File: src/verilog/sw_timing_pkg.sv
// timing constants and encodings for the single-wire bus master
package sw_timing_pkg;
  // speed modes
  typedef enum logic [1:0] {
    MODE_STD = 2'h0,
    MODE_OD = 2'h1,
    MODE_LL = 2'h2
  } speed_mode_t;

  // clock and tick periods
  localparam int SYS_CLK_NS = 10;
  localparam int TICK_STD_NS = 1000;
  localparam int TICK_OD_NS = 50;
  localparam int OD_DIV_FACTOR = TICK_STD_NS / TICK_OD_NS;
  localparam int DIV_DEFAULT = TICK_STD_NS / SYS_CLK_NS;

  // bus line timing in ns (standard, overdrive, long-line)
  localparam int RESET_LOW_TIME_STD_NS = 626000;
  localparam int RESET_LOW_TIME_OD_NS = 63000;
  localparam int RESET_HIGH_TIME_STD_NS = 636000;
  localparam int RESET_HIGH_TIME_OD_NS = 74000;
  localparam int PRESENCE_SAMPLE_TIME_STD_NS = 31000;
  localparam int PRESENCE_SAMPLE_TIME_OD_NS = 4000;
  localparam int PRESENCE_SAMPLE_TIME_LL_NS = 38000;
  localparam int ABSENCE_WAIT_STD_NS = 75000;
  localparam int ABSENCE_WAIT_OD_NS = 8000;
  localparam int SLOT_TIME_STD_NS = 86000;
  localparam int SLOT_TIME_OD_NS = 15000;
  localparam int ONE_LOW_TIME_STD_NS = 6000;
  localparam int ONE_LOW_TIME_OD_NS = 1000;
  localparam int ONE_LOW_TIME_LL_NS = 9000;
  localparam int ZERO_LOW_TIME_STD_NS = 78000;
  localparam int ZERO_LOW_TIME_OD_NS = 10000;
  localparam int READ_SAMPLE_TIME_STD_NS = 15000;
  localparam int READ_SAMPLE_TIME_OD_NS = 2000;
  localparam int READ_SAMPLE_TIME_LL_NS = 25000;
  localparam int LINE_HOLD_START_NS = 15000;

  // strong-pullup timing in ns (standard, overdrive)
  localparam int SPU_PD_ON_STD_NS = 8000;
  localparam int SPU_PD_ON_OD_NS = 1000;
  localparam int SPU_PD_DELAY_NS = 1000;
  localparam int SPU_PDR_ON_NS = 10000;
  localparam int SPU_PDR_DELAY_STD_NS = 499000;
  localparam int SPU_PDR_DELAY_OD_NS = 39000;
  localparam int SPU_W1_ON_STD_NS = 64000;
  localparam int SPU_W1_ON_OD_NS = 9000;
  localparam int SPU_W0_ON_STD_NS = 8000;
  localparam int SPU_W0_ON_OD_NS = 1000;
  localparam int SPU_REC_DELAY_NS = 1000;
  localparam int SPU_OFF_RESET_NS = 2000;
  localparam int SPU_OFF_SLOT_NS = 1000;
  localparam int SPU_OFF_FIRST_NS = 4000;
endpackage

File: src/verilog/single_wire_bus_master_timing.sv
// single-wire bus master: reset/presence, bit slots and strong-pullup timing
// Notes on behaviour
// RL1: reset pulse drives the line low 626 us, or 63 us in overdrive.
// RL2: after reset release the line stays released 636 us, or 74 us overdrive.
// RL3: slaves answer reset with a presence pulse after a short wait.
// RL4: presence is sampled from 31 us (4 us overdrive, 38 us long-line).
// RL5: absence is concluded at 75 us (8 us overdrive) without a low seen.
// RL6: each bit slot lasts 86 us, or 15 us in overdrive.
// RL7: write one and read open hold the line low briefly, then release.
// RL8: write zero holds the line low 78 us, or 10 us in overdrive.
// RL9: slaves sample a written bit inside a fixed window of the slot.
// RL10: read bit is captured at 15 us (2 us overdrive, 25 us long-line).
// RL11: line-hold mode pulls the line low after 15 us in standard speed.
// RL12: after recovery delay read slots poll for high each tick; writes do not.
// RL13: after a byte's last bit the pullup stays on or lasts its active time.
// RL14: after presence wait 499/39 us, then enable pullup once the line is high.
// RL15: recovery pullup lasts 64/9 us after one, 8/1 us after zero, 1 us delay.
// RL16: presence pullup 8/1 us after 1 us delay; recovery pullup 10 us.
// RL17: pullup turns off 2 us before a reset and 1 us before a slot.
// RL18: before the first bit of a byte the pullup turn-off is 4 us.
// RL19: tick comes from a programmable divider; mode input picks the speed.
`timescale 1ns/100ps
module single_wire_bus_master_timing #(
  parameter int DIV_W = 8,
  parameter int CNT_W = 12
) (
  // clock and reset
  input wire logic sys_clk,
  input wire logic nrst,
  // configuration
  input wire logic [1:0] mode,
  input wire logic [DIV_W-1:0] div_ratio,
  input wire logic spu_en,
  input wire logic spu_hold,
  input wire logic line_hold_mode,
  // command
  input wire logic cmd_valid,
  output logic cmd_ready,
  input wire logic cmd_reset,
  input wire logic cmd_read,
  input wire logic cmd_bit,
  input wire logic cmd_first,
  input wire logic cmd_last,
  // results
  output logic done,
  output logic rx_bit,
  output logic presence,
  output logic presence_done,
  // bus pins
  input wire logic bus_line_pin_in,
  output logic bus_line_pin_out,
  output logic bus_line_pin_oe,
  output logic strong_pullup_enable
);

  typedef enum logic [2:0] {
    S_IDLE = 3'h0,
    S_OFF = 3'h1,
    S_RST_LOW = 3'h2,
    S_RST_HIGH = 3'h3,
    S_SLOT = 3'h4,
    S_REC = 3'h5
  } state_t;

  // refuse widths the counters cannot serve
  if (CNT_W < 12) begin : g_cnt_check
    $error("CNT_W must be at least 12");
  end
  if (DIV_W < 5) begin : g_div_check
    $error("DIV_W must be at least 5");
  end

  // time in ns to ticks for the selected speed
  function automatic logic [CNT_W-1:0] tsel(input logic [1:0] m, input int std_ns,
                                             input int od_ns, input int ll_ns);
    int r;
    if (m == sw_timing_pkg::MODE_OD) begin
      r = od_ns / sw_timing_pkg::TICK_OD_NS;
    end else if (m == sw_timing_pkg::MODE_LL) begin
      r = ll_ns / sw_timing_pkg::TICK_STD_NS;
    end else begin
      r = std_ns / sw_timing_pkg::TICK_STD_NS;
    end
    if (r < 1) begin
      r = 1;
    end
    return CNT_W'(r);
  endfunction

  state_t state_reg;
  logic [DIV_W-1:0] div_cnt_reg;
  logic [DIV_W-1:0] div_limit;
  logic tick;
  logic [CNT_W-1:0] cnt_reg;
  logic [CNT_W-1:0] op_cnt_reg;
  logic [CNT_W-1:0] off_len_reg;
  logic [CNT_W-1:0] spu_cnt_reg;
  logic [CNT_W-1:0] spu_len_reg;
  logic line_meta_reg;
  logic line_reg;
  logic op_reset_reg;
  logic op_read_reg;
  logic op_bit_reg;
  logic op_last_reg;
  logic seen_reg;
  logic fin_reg;
  logic cap_reg;
  logic poll_reg;
  logic poll_done_reg;
  logic pd_on_done_reg;
  logic spu_reg;
  logic drive_low_reg;
  logic rx_reg;
  logic done_reg;
  logic pdone_reg;

  // timing counts for the current speed
  logic [CNT_W-1:0] t_rst_low, t_rst_high, presence_sample_time, t_absent, t_slot, t_low, read_sample_time;
  logic [CNT_W-1:0] t_hold, t_pd_dly, t_pd_on, t_pdr_dly, t_pdr_on, t_rec_dly;
  logic [CNT_W-1:0] t_rec_on, t_off;
  logic go;
  logic restart;
  logic hold_low;
  logic low_phase;

  always_comb begin
    t_rst_low = tsel(mode, sw_timing_pkg::RESET_LOW_TIME_STD_NS,
                     sw_timing_pkg::RESET_LOW_TIME_OD_NS, sw_timing_pkg::RESET_LOW_TIME_STD_NS);
    t_rst_high = tsel(mode, sw_timing_pkg::RESET_HIGH_TIME_STD_NS,
                      sw_timing_pkg::RESET_HIGH_TIME_OD_NS, sw_timing_pkg::RESET_HIGH_TIME_STD_NS);
    presence_sample_time = tsel(mode, sw_timing_pkg::PRESENCE_SAMPLE_TIME_STD_NS,
                 sw_timing_pkg::PRESENCE_SAMPLE_TIME_OD_NS,
                 sw_timing_pkg::PRESENCE_SAMPLE_TIME_LL_NS);
    t_absent = tsel(mode, sw_timing_pkg::ABSENCE_WAIT_STD_NS,
                    sw_timing_pkg::ABSENCE_WAIT_OD_NS, sw_timing_pkg::ABSENCE_WAIT_STD_NS);
    t_slot = tsel(mode, sw_timing_pkg::SLOT_TIME_STD_NS,
                  sw_timing_pkg::SLOT_TIME_OD_NS, sw_timing_pkg::SLOT_TIME_STD_NS);
    if (op_bit_reg || op_read_reg) begin
      t_low = tsel(mode, sw_timing_pkg::ONE_LOW_TIME_STD_NS,
                   sw_timing_pkg::ONE_LOW_TIME_OD_NS, sw_timing_pkg::ONE_LOW_TIME_LL_NS);
    end else begin
      t_low = tsel(mode, sw_timing_pkg::ZERO_LOW_TIME_STD_NS,
                   sw_timing_pkg::ZERO_LOW_TIME_OD_NS, sw_timing_pkg::ZERO_LOW_TIME_STD_NS);
    end
    read_sample_time = tsel(mode, sw_timing_pkg::READ_SAMPLE_TIME_STD_NS,
                 sw_timing_pkg::READ_SAMPLE_TIME_OD_NS, sw_timing_pkg::READ_SAMPLE_TIME_LL_NS);
    t_hold = tsel(mode, sw_timing_pkg::LINE_HOLD_START_NS,
                  sw_timing_pkg::LINE_HOLD_START_NS, sw_timing_pkg::LINE_HOLD_START_NS);
    t_pd_dly = tsel(mode, sw_timing_pkg::SPU_PD_DELAY_NS,
                    sw_timing_pkg::SPU_PD_DELAY_NS, sw_timing_pkg::SPU_PD_DELAY_NS);
    t_pd_on = tsel(mode, sw_timing_pkg::SPU_PD_ON_STD_NS,
                   sw_timing_pkg::SPU_PD_ON_OD_NS, sw_timing_pkg::SPU_PD_ON_STD_NS);
    t_pdr_dly = tsel(mode, sw_timing_pkg::SPU_PDR_DELAY_STD_NS,
                     sw_timing_pkg::SPU_PDR_DELAY_OD_NS, sw_timing_pkg::SPU_PDR_DELAY_STD_NS);
    t_pdr_on = tsel(mode, sw_timing_pkg::SPU_PDR_ON_NS,
                    sw_timing_pkg::SPU_PDR_ON_NS, sw_timing_pkg::SPU_PDR_ON_NS);
    t_rec_dly = tsel(mode, sw_timing_pkg::SPU_REC_DELAY_NS,
                     sw_timing_pkg::SPU_REC_DELAY_NS, sw_timing_pkg::SPU_REC_DELAY_NS);
    if (op_bit_reg || op_read_reg) begin
      t_rec_on = tsel(mode, sw_timing_pkg::SPU_W1_ON_STD_NS,
                      sw_timing_pkg::SPU_W1_ON_OD_NS, sw_timing_pkg::SPU_W1_ON_STD_NS);
    end else begin
      t_rec_on = tsel(mode, sw_timing_pkg::SPU_W0_ON_STD_NS,
                      sw_timing_pkg::SPU_W0_ON_OD_NS, sw_timing_pkg::SPU_W0_ON_STD_NS);
    end
    if (cmd_reset) begin
      t_off = tsel(mode, sw_timing_pkg::SPU_OFF_RESET_NS,
                   sw_timing_pkg::SPU_OFF_RESET_NS, sw_timing_pkg::SPU_OFF_RESET_NS); // [RL17]
    end else if (cmd_first) begin
      t_off = tsel(mode, sw_timing_pkg::SPU_OFF_FIRST_NS,
                   sw_timing_pkg::SPU_OFF_FIRST_NS, sw_timing_pkg::SPU_OFF_FIRST_NS); // [RL18]
    end else begin
      t_off = tsel(mode, sw_timing_pkg::SPU_OFF_SLOT_NS,
                   sw_timing_pkg::SPU_OFF_SLOT_NS, sw_timing_pkg::SPU_OFF_SLOT_NS); // [RL17]
    end
  end

  // tick divider: div_ratio clocks per us, a twentieth of that in overdrive
  always_comb begin
    if (mode == sw_timing_pkg::MODE_OD) begin
      div_limit = DIV_W'(div_ratio / DIV_W'(sw_timing_pkg::OD_DIV_FACTOR)); // [RL19]
    end else begin
      div_limit = div_ratio; // [RL19]
    end
  end
  assign tick = (div_cnt_reg + DIV_W'(1) >= div_limit);

  // restart the divider when a command is accepted and when the turn-off ends, so those phases last whole ticks
  assign restart = go || (state_reg == S_OFF && cnt_reg >= off_len_reg);
  always_ff @(posedge sys_clk) begin
    if (!nrst || tick || restart) begin
      div_cnt_reg <= '0; // [RL19]
    end else begin
      div_cnt_reg <= div_cnt_reg + DIV_W'(1);
    end
  end

  // two-stage synchroniser on the bus line
  always_ff @(posedge sys_clk) begin
    if (!nrst) begin
      line_meta_reg <= 1'b1;
      line_reg <= 1'b1;
    end else begin
      line_meta_reg <= bus_line_pin_in;
      line_reg <= line_meta_reg;
    end
  end

  assign go = cmd_valid && cmd_ready;
  assign cmd_ready = (state_reg == S_IDLE);

  // sequencer: state, tick counters and command latch
  always_ff @(posedge sys_clk) begin
    if (!nrst) begin
      state_reg <= S_IDLE;
      cnt_reg <= '0;
      op_cnt_reg <= '0;
      off_len_reg <= '0;
      op_reset_reg <= 1'b0;
      op_read_reg <= 1'b0;
      op_bit_reg <= 1'b0;
      op_last_reg <= 1'b0;
    end else begin
      if (tick && op_cnt_reg != '1) begin
        op_cnt_reg <= op_cnt_reg + CNT_W'(1);
      end
      if (tick) begin
        cnt_reg <= cnt_reg + CNT_W'(1);
      end
      case (state_reg)
        S_IDLE: begin
          if (go) begin
            op_reset_reg <= cmd_reset;
            op_read_reg <= cmd_read;
            op_bit_reg <= cmd_bit;
            op_last_reg <= cmd_last;
            off_len_reg <= t_off;
            cnt_reg <= '0;
            op_cnt_reg <= '0;
            if (spu_reg) begin
              state_reg <= S_OFF;
            end else begin
              state_reg <= cmd_reset ? S_RST_LOW : S_SLOT;
            end
          end
        end
        S_OFF: begin
          if (cnt_reg >= off_len_reg) begin // [RL17] [RL18]
            cnt_reg <= '0;
            op_cnt_reg <= '0;
            state_reg <= op_reset_reg ? S_RST_LOW : S_SLOT;
          end
        end
        S_RST_LOW: begin
          if (cnt_reg >= t_rst_low) begin // [RL1]
            cnt_reg <= '0;
            state_reg <= S_RST_HIGH;
          end
        end
        S_RST_HIGH: begin
          if (cnt_reg >= t_rst_high) begin // [RL2]
            state_reg <= S_IDLE;
          end
        end
        S_SLOT: begin
          if (cnt_reg >= t_slot) begin // [RL6]
            state_reg <= (poll_reg || (spu_reg && !spu_hold)) ? S_REC : S_IDLE;
          end
        end
        S_REC: begin
          if (!poll_reg && !(spu_reg && !spu_hold)) begin
            state_reg <= S_IDLE;
          end
        end
        default: state_reg <= S_IDLE;
      endcase
    end
  end

  // line drive: reset pulse, slot low phase and line-hold mode
  assign low_phase = (state_reg == S_RST_LOW) || (state_reg == S_SLOT && cnt_reg < t_low);
  assign hold_low = line_hold_mode && (mode == sw_timing_pkg::MODE_STD) &&
                    (state_reg == S_RST_LOW || state_reg == S_RST_HIGH ||
                     state_reg == S_SLOT) && (op_cnt_reg >= t_hold);
  always_ff @(posedge sys_clk) begin
    if (!nrst) begin
      drive_low_reg <= 1'b0;
    end else begin
      drive_low_reg <= low_phase || hold_low; // [RL1] [RL7] [RL8] [RL11]
    end
  end

  // presence window and read capture
  always_ff @(posedge sys_clk) begin
    if (!nrst) begin
      seen_reg <= 1'b0;
      fin_reg <= 1'b0;
      cap_reg <= 1'b0;
      rx_reg <= 1'b0;
      pdone_reg <= 1'b0;
      done_reg <= 1'b0;
    end else begin
      pdone_reg <= 1'b0;
      done_reg <= 1'b0;
      if (go) begin
        seen_reg <= 1'b0;
        fin_reg <= 1'b0;
        cap_reg <= 1'b0;
      end
      if (state_reg == S_RST_HIGH) begin
        if (cnt_reg >= presence_sample_time && cnt_reg <= t_absent && !line_reg && !fin_reg) begin
          seen_reg <= 1'b1; // [RL3] [RL4]
        end
        if (cnt_reg >= t_absent && !fin_reg) begin
          fin_reg <= 1'b1; // [RL5]
          pdone_reg <= 1'b1;
        end
        if (cnt_reg >= t_rst_high) begin
          done_reg <= 1'b1;
        end
      end
      if (state_reg == S_SLOT) begin
        if (cnt_reg >= read_sample_time && !cap_reg) begin
          cap_reg <= 1'b1;
          rx_reg <= line_reg; // [RL10] [RL9]
        end
        if (cnt_reg >= t_slot) begin
          done_reg <= 1'b1;
        end
      end
    end
  end

  // strong pullup: presence, presence recovery, bit recovery and turn-off
  always_ff @(posedge sys_clk) begin
    if (!nrst) begin
      spu_reg <= 1'b0;
      spu_cnt_reg <= '0;
      spu_len_reg <= '0;
      poll_reg <= 1'b0;
      poll_done_reg <= 1'b0;
      pd_on_done_reg <= 1'b0;
    end else begin
      if (tick && spu_reg) begin
        spu_cnt_reg <= spu_cnt_reg + CNT_W'(1);
      end
      case (state_reg)
        S_IDLE: begin
          poll_done_reg <= 1'b0;
          pd_on_done_reg <= 1'b0;
          poll_reg <= 1'b0;
          if (go) begin
            spu_reg <= 1'b0; // [RL13] [RL17]
          end
        end
        S_RST_HIGH: begin
          if (spu_en && !pd_on_done_reg && !spu_reg && cnt_reg >= presence_sample_time + t_pd_dly) begin
            spu_reg <= 1'b1; // [RL16]
            spu_cnt_reg <= '0;
            spu_len_reg <= t_pd_on;
            pd_on_done_reg <= 1'b1;
          end else if (spu_en && !poll_done_reg && cnt_reg >= presence_sample_time + t_pdr_dly) begin
            if (tick && line_reg) begin
              spu_reg <= 1'b1; // [RL14] [RL16]
              spu_cnt_reg <= '0;
              spu_len_reg <= t_pdr_on;
              poll_done_reg <= 1'b1;
            end
          end else if (spu_reg && spu_cnt_reg >= spu_len_reg) begin
            spu_reg <= 1'b0;
          end
        end
        S_SLOT, S_REC: begin
          if (state_reg == S_SLOT && spu_en && op_last_reg && !poll_done_reg &&
              cnt_reg >= t_low + t_rec_dly) begin
            poll_reg <= 1'b1; // [RL15]
            poll_done_reg <= 1'b1;
          end
          if (poll_reg && (!op_read_reg || (tick && line_reg))) begin
            poll_reg <= 1'b0; // [RL12]
            spu_reg <= 1'b1;
            spu_cnt_reg <= '0;
            spu_len_reg <= t_rec_on; // [RL15]
          end else if (spu_reg && !spu_hold && spu_cnt_reg >= spu_len_reg) begin
            spu_reg <= 1'b0; // [RL13]
          end
        end
        default: spu_reg <= 1'b0;
      endcase
    end
  end

  // outputs
  assign bus_line_pin_out = 1'b0;
  assign bus_line_pin_oe = drive_low_reg;
  assign strong_pullup_enable = spu_reg;
  assign rx_bit = rx_reg;
  assign presence = seen_reg;
  assign presence_done = pdone_reg;
  assign done = done_reg;

endmodule

File: config.mk
export PLATFORM = sky130hd
export DESIGN_NAME = single_wire_bus_master_timing
export DESIGN_NICKNAME = d
export VERILOG_FILES = /design/src/verilog/sw_timing_pkg.sv /design/src/verilog/single_wire_bus_master_timing.sv
export SDC_FILE = /design/constraint.sdc
export NUM_CORES = 1
export LEC_CHECK = 0
export BUFFER_PORTS_ARGS = -buffer_cell sky130_fd_sc_hd__buf_2
export CAP_MARGIN = 20
export CELL_PAD_IN_SITES_DETAIL_PLACEMENT = 0
export CELL_PAD_IN_SITES_GLOBAL_PLACEMENT = 2
export CORE_MARGIN = 4
export CORE_UTILIZATION = 36
export DETAILED_ROUTE_END_ITERATION = 7
export GPL_TIMING_DRIVEN = 1
export PLACE_DENSITY_LB_ADDON = 0.1
export SETUP_SLACK_MARGIN = 0.4
export SLEW_MARGIN = 20
export SYNTH_ARGS = -nofsm -noshare
export SYNTH_HDL_FRONTEND = slang
export SYNTH_SLANG_ARGS = --single-unit
File: constraint.sdc
create_clock -name sys_clk -period 5.1 [get_ports sys_clk]
set_input_delay 1.02 -clock sys_clk [delete_from_list [all_inputs] [get_ports sys_clk]]
set_output_delay 1.02 -clock sys_clk [all_outputs]
set_load 0.03 [all_outputs]
Word level (Yosys, flattened, before mapping)
Index checks and enable logic that the tools add are counted.
- bits in registers: 88
- input bits: 22
- output and inout bits: 8
- logic and storage cells: 268
- $add $sub $neg: 7
- divide/modulo/power cells: 1
- $lt $le $gt $ge: 33
- equality and inequality tests: 26
- mux-type cells: 112
- reduce and logical (&&, ||, !) cells: 65
- operators with widths (operator ; number):
    less-than comparator 32 x 2 -> 1 bit (second input constant) ; 18
    two-way mux 12 bit ; 37
    two-way mux 32 bit ; 9
    >= comparator 12 bit ; 12
    case mux 12 bit (2 select lines) ; 3
    two-way mux 8 bit ; 5
    adder 12 x 1 -> 12 bit (second input constant) ; 3
    adder 12 bit ; 3
    case mux 12 bit (3 select lines) ; 1
    two-way mux 3 bit ; 10
    logical AND 1 bit ; 28
    two-way mux 1 bit ; 26
    two-way mux 5 bit ; 5
    two-way mux 11 bit ; 2
    two-way mux 6 bit ; 3
    two-way mux 9 bit ; 2
    case mux 3 bit (6 select lines) ; 1
    two-way mux 7 bit ; 2
    inequality test 2 bit (second input constant) ; 7
    less-or-equal comparator 12 bit ; 1
    less-than comparator 12 bit ; 1
    inequality test 12 bit (second input constant) ; 1
    zero test 1 bit ; 11
    logical OR 1 bit ; 10
    other kinds (26) ; 43

Logic depth before layout (Yosys ltp)
- depth in word-level cells: 13
- mapped depth: 17
- mapped depth without buffers: 15

Worst setup path before layout
Ideal clock, no wire load.
- kind: input port to flip-flop
- start: input mode[1]
- end: register spu_len_reg[4]
- library setup time: 65 ps
- arrival: 4316 ps
- path slack: 719 ps
- cell stages on the path: 15
- buffers on the path: 3
- cell sequence: inv_1 -> ha_1 -> clkbuf_1 -> inv_1 -> buf_1 -> nand2_1 -> ha_1 -> and4_1 -> and2_1 -> a32oi_1 -> and3b_1 -> o22ai_1 -> buf_4 -> mux2_2 -> nor2_1
- longest elaborated chain between the ends: 10
- elaborated cells between the ends (all ways): 46
- RTL lines (element ; RTL line ; source):
    from (decl) ; single_wire_bus_master_timing.sv:31 ; input wire logic [1:0] mode,
    == test 2 bit ; - ;
    two-way mux 6 bit ; single_wire_bus_master_timing.sv:79 ; end else if (m == sw_timing_pkg::MODE_LL) begin
    two-way mux 7 bit ; single_wire_bus_master_timing.sv:77 ; if (m == sw_timing_pkg::MODE_OD) begin
    less-than comparator 32 x 2 -> 1 bit ; single_wire_bus_master_timing.sv:84 ; if (r < 1) begin
    two-way mux 12 bit ; single_wire_bus_master_timing.sv:84 ;
    adder 12 bit, on equally long branches ; single_wire_bus_master_timing.sv:357, single_wire_bus_master_timing.sv:362 ;
    >= comparator 12 bit, on equally long branches ; single_wire_bus_master_timing.sv:357, single_wire_bus_master_timing.sv:362 ;
    logical AND 1 bit, on equally long branches ; single_wire_bus_master_timing.sv:357, single_wire_bus_master_timing.sv:362 ;
    inequality test 3 x 1 -> 1 bit (no source line) / two-way mux 12 bit (equally long branches) ; - ;
    AND reduction 4 bit (no source line) / case mux 12 bit (2 select lines) (equally long branches) ; - ;
    to (signal assigned) ; single_wire_bus_master_timing.sv:360 ; spu_len_reg <= t_pd_on;
    to (signal assigned) ; single_wire_bus_master_timing.sv:366 ; spu_len_reg <= t_pdr_on;
    to (signal assigned) ; single_wire_bus_master_timing.sv:383 ; spu_len_reg <= t_rec_on;
    to (decl) ; single_wire_bus_master_timing.sv:98 ; logic [CNT_W-1:0] spu_len_reg;
Parallel ways exist; a longest one is shown, timed or not. The select of a mux whose other input is x is not followed.
A chain may end at the register's enable or synchronous reset.

Worst setup path in the final report
- start: input div_ratio[3]
- end: register spu_cnt_reg[10]
- longest elaborated chain between the ends: 9
- elaborated cells between the ends (all ways): 13
- RTL lines (element ; RTL line ; source):
    from (decl) ; single_wire_bus_master_timing.sv:32 ; input wire logic [DIV_W-1:0] div_ratio,
    divider 8 x 5 -> 8 bit ; single_wire_bus_master_timing.sv:181 ; div_limit = DIV_W'(div_ratio / DIV_W'(sw_timing_pkg::OD_DIV_FACTOR));
    two-way mux 8 bit (*) ; single_wire_bus_master_timing.sv:180 ; if (mode == sw_timing_pkg::MODE_OD) begin
    >= comparator 8 bit (*) ; single_wire_bus_master_timing.sv:186 ; assign tick = (div_cnt_reg + DIV_W'(1) >= div_limit);
    logical AND 1 bit ; single_wire_bus_master_timing.sv:344 ; if (tick && spu_reg) begin
    two-way mux 12 bit ; single_wire_bus_master_timing.sv:344 ;
    two-way mux 12 bit ; single_wire_bus_master_timing.sv:363 ; if (tick && line_reg) begin
    two-way mux 12 bit ; single_wire_bus_master_timing.sv:362 ; end else if (spu_en && !poll_done_reg && cnt_reg >= presence_sample_time + t_pdr_dly) begin
    two-way mux 12 bit ; single_wire_bus_master_timing.sv:357 ; if (spu_en && !pd_on_done_reg && !spu_reg && cnt_reg >= presence_sample_time + t_pd_dly) begin
    case mux 12 bit (2 select lines) (*) ; single_wire_bus_master_timing.sv:347 ; case (state_reg)
    to (signal assigned) ; single_wire_bus_master_timing.sv:345 ; spu_cnt_reg <= spu_cnt_reg + CNT_W'(1);
    to (decl) ; single_wire_bus_master_timing.sv:97 ; logic [CNT_W-1:0] spu_cnt_reg;
Every way passes the cells marked *; elsewhere a longest branch is shown, timed or not.

==> results.yml <==
outcome:
  status: "complete, no violations"
sta:
  postLayoutSetupSlackWorst_ps: 1036
  fin_setup_tns_ps: 0
  slew_violations: 0
  period_minus_slack_ps: 4064
  slew_headroom_pct: 47.43
  fmax_mhz: 246.1
  period_share_pct: 79.69
  finalHoldViolCount: 0
  finClkSkew_ps: 7.123
  setup_viol: 0
  rsz0062_at_grt: "no"
  tightest_slew_ps: 783.6
  holdWs_ps: 421.1
die:
  pin_count: 30
  rows: 45
  core_um2: 15430
  fp.dieW_um: 134.5
  start_util_pct: 37.35
  dieArea_um2: 18090
  die_h_um: 134.5
worst_setup_path:
  cp_max_fo: 12
  cp_slowest_stage_delay_ps: 420
  cp_data_required_time_ps: 5370
  critPathLaunchType: "input port"
  cp_slowest_cell: "a2111o_1"
  cp_num_buf_inv: 2
  critPathKind: "input port to flip-flop"
  cp_top_family: "compound AO/OA/AOI/OAI gates"
  endpoint_kind: "flip-flop"
  worstPathCellList: "buf_2 -> nand2b_1 -> o21ai_0 -> o22ai_1 -> a221oi_1 -> a31oi_1 -> ha_1 -> nand2b_1 -> a2111o_1 -> a32oi_1 -> and3b_1 -> o22ai_1 -> buf_4 -> nand2_1 -> a21oi_1"
  arrival_ps: 4330
cts:
  insertion_delay_ps: 340
  postCtsSetupBuffers: 0
  cts_sinks: 76
  postCtsResizedCells: 0
  clk_path_buf_depth: 2
  cts_tree: "done"
  cts_hold_buf: 0
  numCtsBuffers: 9
  root_buffer: "clkbuf_16"
  path_clk_slew_ps: 60
  cts_htree_levels: 3
logic_synthesis:
  synth.cell_area_um2: 5762
  syn-num-nets: 827
  postSynthCellCount: 718
  syn_avg_cell_area_um2: 8.025
  yosysWarnings: 0
  synth_flop_cell: "dfxtp_1"
  synth.yosys.seq_area_share_pct: 26.41
  synth-async-reset-ratio_pct: 0
  synth-edff-count: 0
  synth.ff_latch_count: 76
  synth_cell_types: 67
placed_design:
  gp_congestion: 0.8328
  dp_cells: 936
  portBuffers: 28
  pre_cts_ws_ps: 688.6
  hpwl_um: 12140
hold_path:
  hold_class: "flip-flop to flip-flop"
cells_and_area:
  nNetsFinal: 845
  post-route-util_pct: 41.38
  mostFrequentLayoutCells: "87 x ha_1, 78 x nor2_1, 76 x dfxtp_1, 67 x nand2_1, 47 x a21oi_1"
  antennaDiodeCount: 0
  drive_gt1_share_pct: 8.637
  final_cells: 952
  syn2layout_area_growth_pct: 10.79
  layout_commonest_cell: "ha_1"
detailed_routing:
  post_drt_wl_per_cell_um: 16.65
  vias: 5146
  route.detailed.drc: 0
  firstDrtPassIters: 4
  drtAntennaViolNets: 0
  viasPerCell: 5.405
  drt-total-wl_um: 15850
  initialDrtViolationCount: 292
grt:
  grt_pass1_vias: 5016
  gr-usage-all-layers_pct: 18.08
  grt_pass1_wl_um: 26140
  antenna_found_initial: 0
  grt_max_degree: 27
  gr-total-overflow: 0
power_and_ir_drop:
  powerDensity_nw_per_um2: 266.1
  leakage_nw: 2.809
  max-vdd-ir-drop_mv: 0.1946
flow_run:
  cap_violations: 0
## per-layer routing
metal	part of all wire (%)	vias to the layer above	global-route usage [%]
met1	49	2439	24.74
li1	-	2593	-
met5	0	-	0
met4	2.9	0	7.070
met2	45	83	27.88
met3	3.8	31	3.875
## metrics by stage
stage,instance area [um2],power [W]
floorplan,5762,0.0009310
global placement,6071,0.001031
detailed placement,6071,0.001037
CTS,6384,0.001724
global route,6384,0.001800
finish,6384,0.001698
## layout make-up
type	count	area (um2)
clock inverters	4	56.30
fillers	1624	9044
flip-flops and latches	76	1521
multi-input cells	569	3928
well taps	211	264.0
clock buffers	12	256.5
repair buffers	34	185.2
inverters	46	172.7
## worst register-to-register path, cell delays in order, from the launching register on
cell and delay, ps:
dfxtp_1 460, ha_1 230, nand3_1 120, nor2_1 150, xor2_1 220, ha_1 280
and4_1 210, and2_1 150, a32oi_1 330, and3b_1 250, o22ai_1 180, buf_4 210
nand2_1 290, a21oi_1 210
## where the power goes
group          switching, W  total (W)  internal [W]
sequential        0.0000373   0.000654      0.000617
clock              0.000266   0.000676      0.000410
combinational      0.000243   0.000368      0.000125
## cells in the mapped netlist (8+ instances only)
master | n | area [um2]
a211oi_1 | 13 | 97.59
a21o_1 | 12 | 90.09
a21oi_1 | 47 | 235.2
a31oi_1 | 8 | 50.05
and3_1 | 11 | 68.82
clkbuf_1 | 18 | 67.56
dfxtp_1 | 76 | 1521
ha_1 | 87 | 1089
inv_1 | 45 | 168.9
nand2_1 | 67 | 251.5
nand2b_1 | 20 | 125.1
nand3_1 | 25 | 125.1
nand4_1 | 13 | 81.33
nor2_1 | 78 | 292.8
nor3_1 | 9 | 45.04
o21ai_0 | 28 | 140.1
xnor2_1 | 11 | 96.34
xor2_1 | 28 | 245.2
## cell families (layout without fill, tap and decap cells)
logic type | after synthesis | count (layout) | share of synthesized area [%]
adders and majority gates | 88 | 88 | 19.07
DFF | 76 | 76 | 26.41
buffers and inverters | 73 | 96 | 5.429
muxes | 7 | 7 | 1.238
xor gates and xnor gates | 39 | 39 | 5.928
other | 1 | 1 | 0.06508
and+or+nand+nor | 276 | 276 | 23.80
AOI/OAI and AO/OA | 158 | 158 | 18.07
## path summary, 6_finish.rpt
kind,start,endpoint,slack [ps],depth (start not counted)
max,div_ratio[3],spu_cnt_reg[10]$_SDFF_PN0_,1040,15
min,line_meta_reg$_SDFF_PN1_,line_reg$_SDFF_PN1_,420,1
max reg2reg,div_cnt_reg[0]$_SDFF_PP0_,spu_cnt_reg[10]$_SDFF_PN0_,1740,13
min reg2reg,line_meta_reg$_SDFF_PN1_,line_reg$_SDFF_PN1_,420,1
No activity file was read; power rests on OpenSTA's default activity.
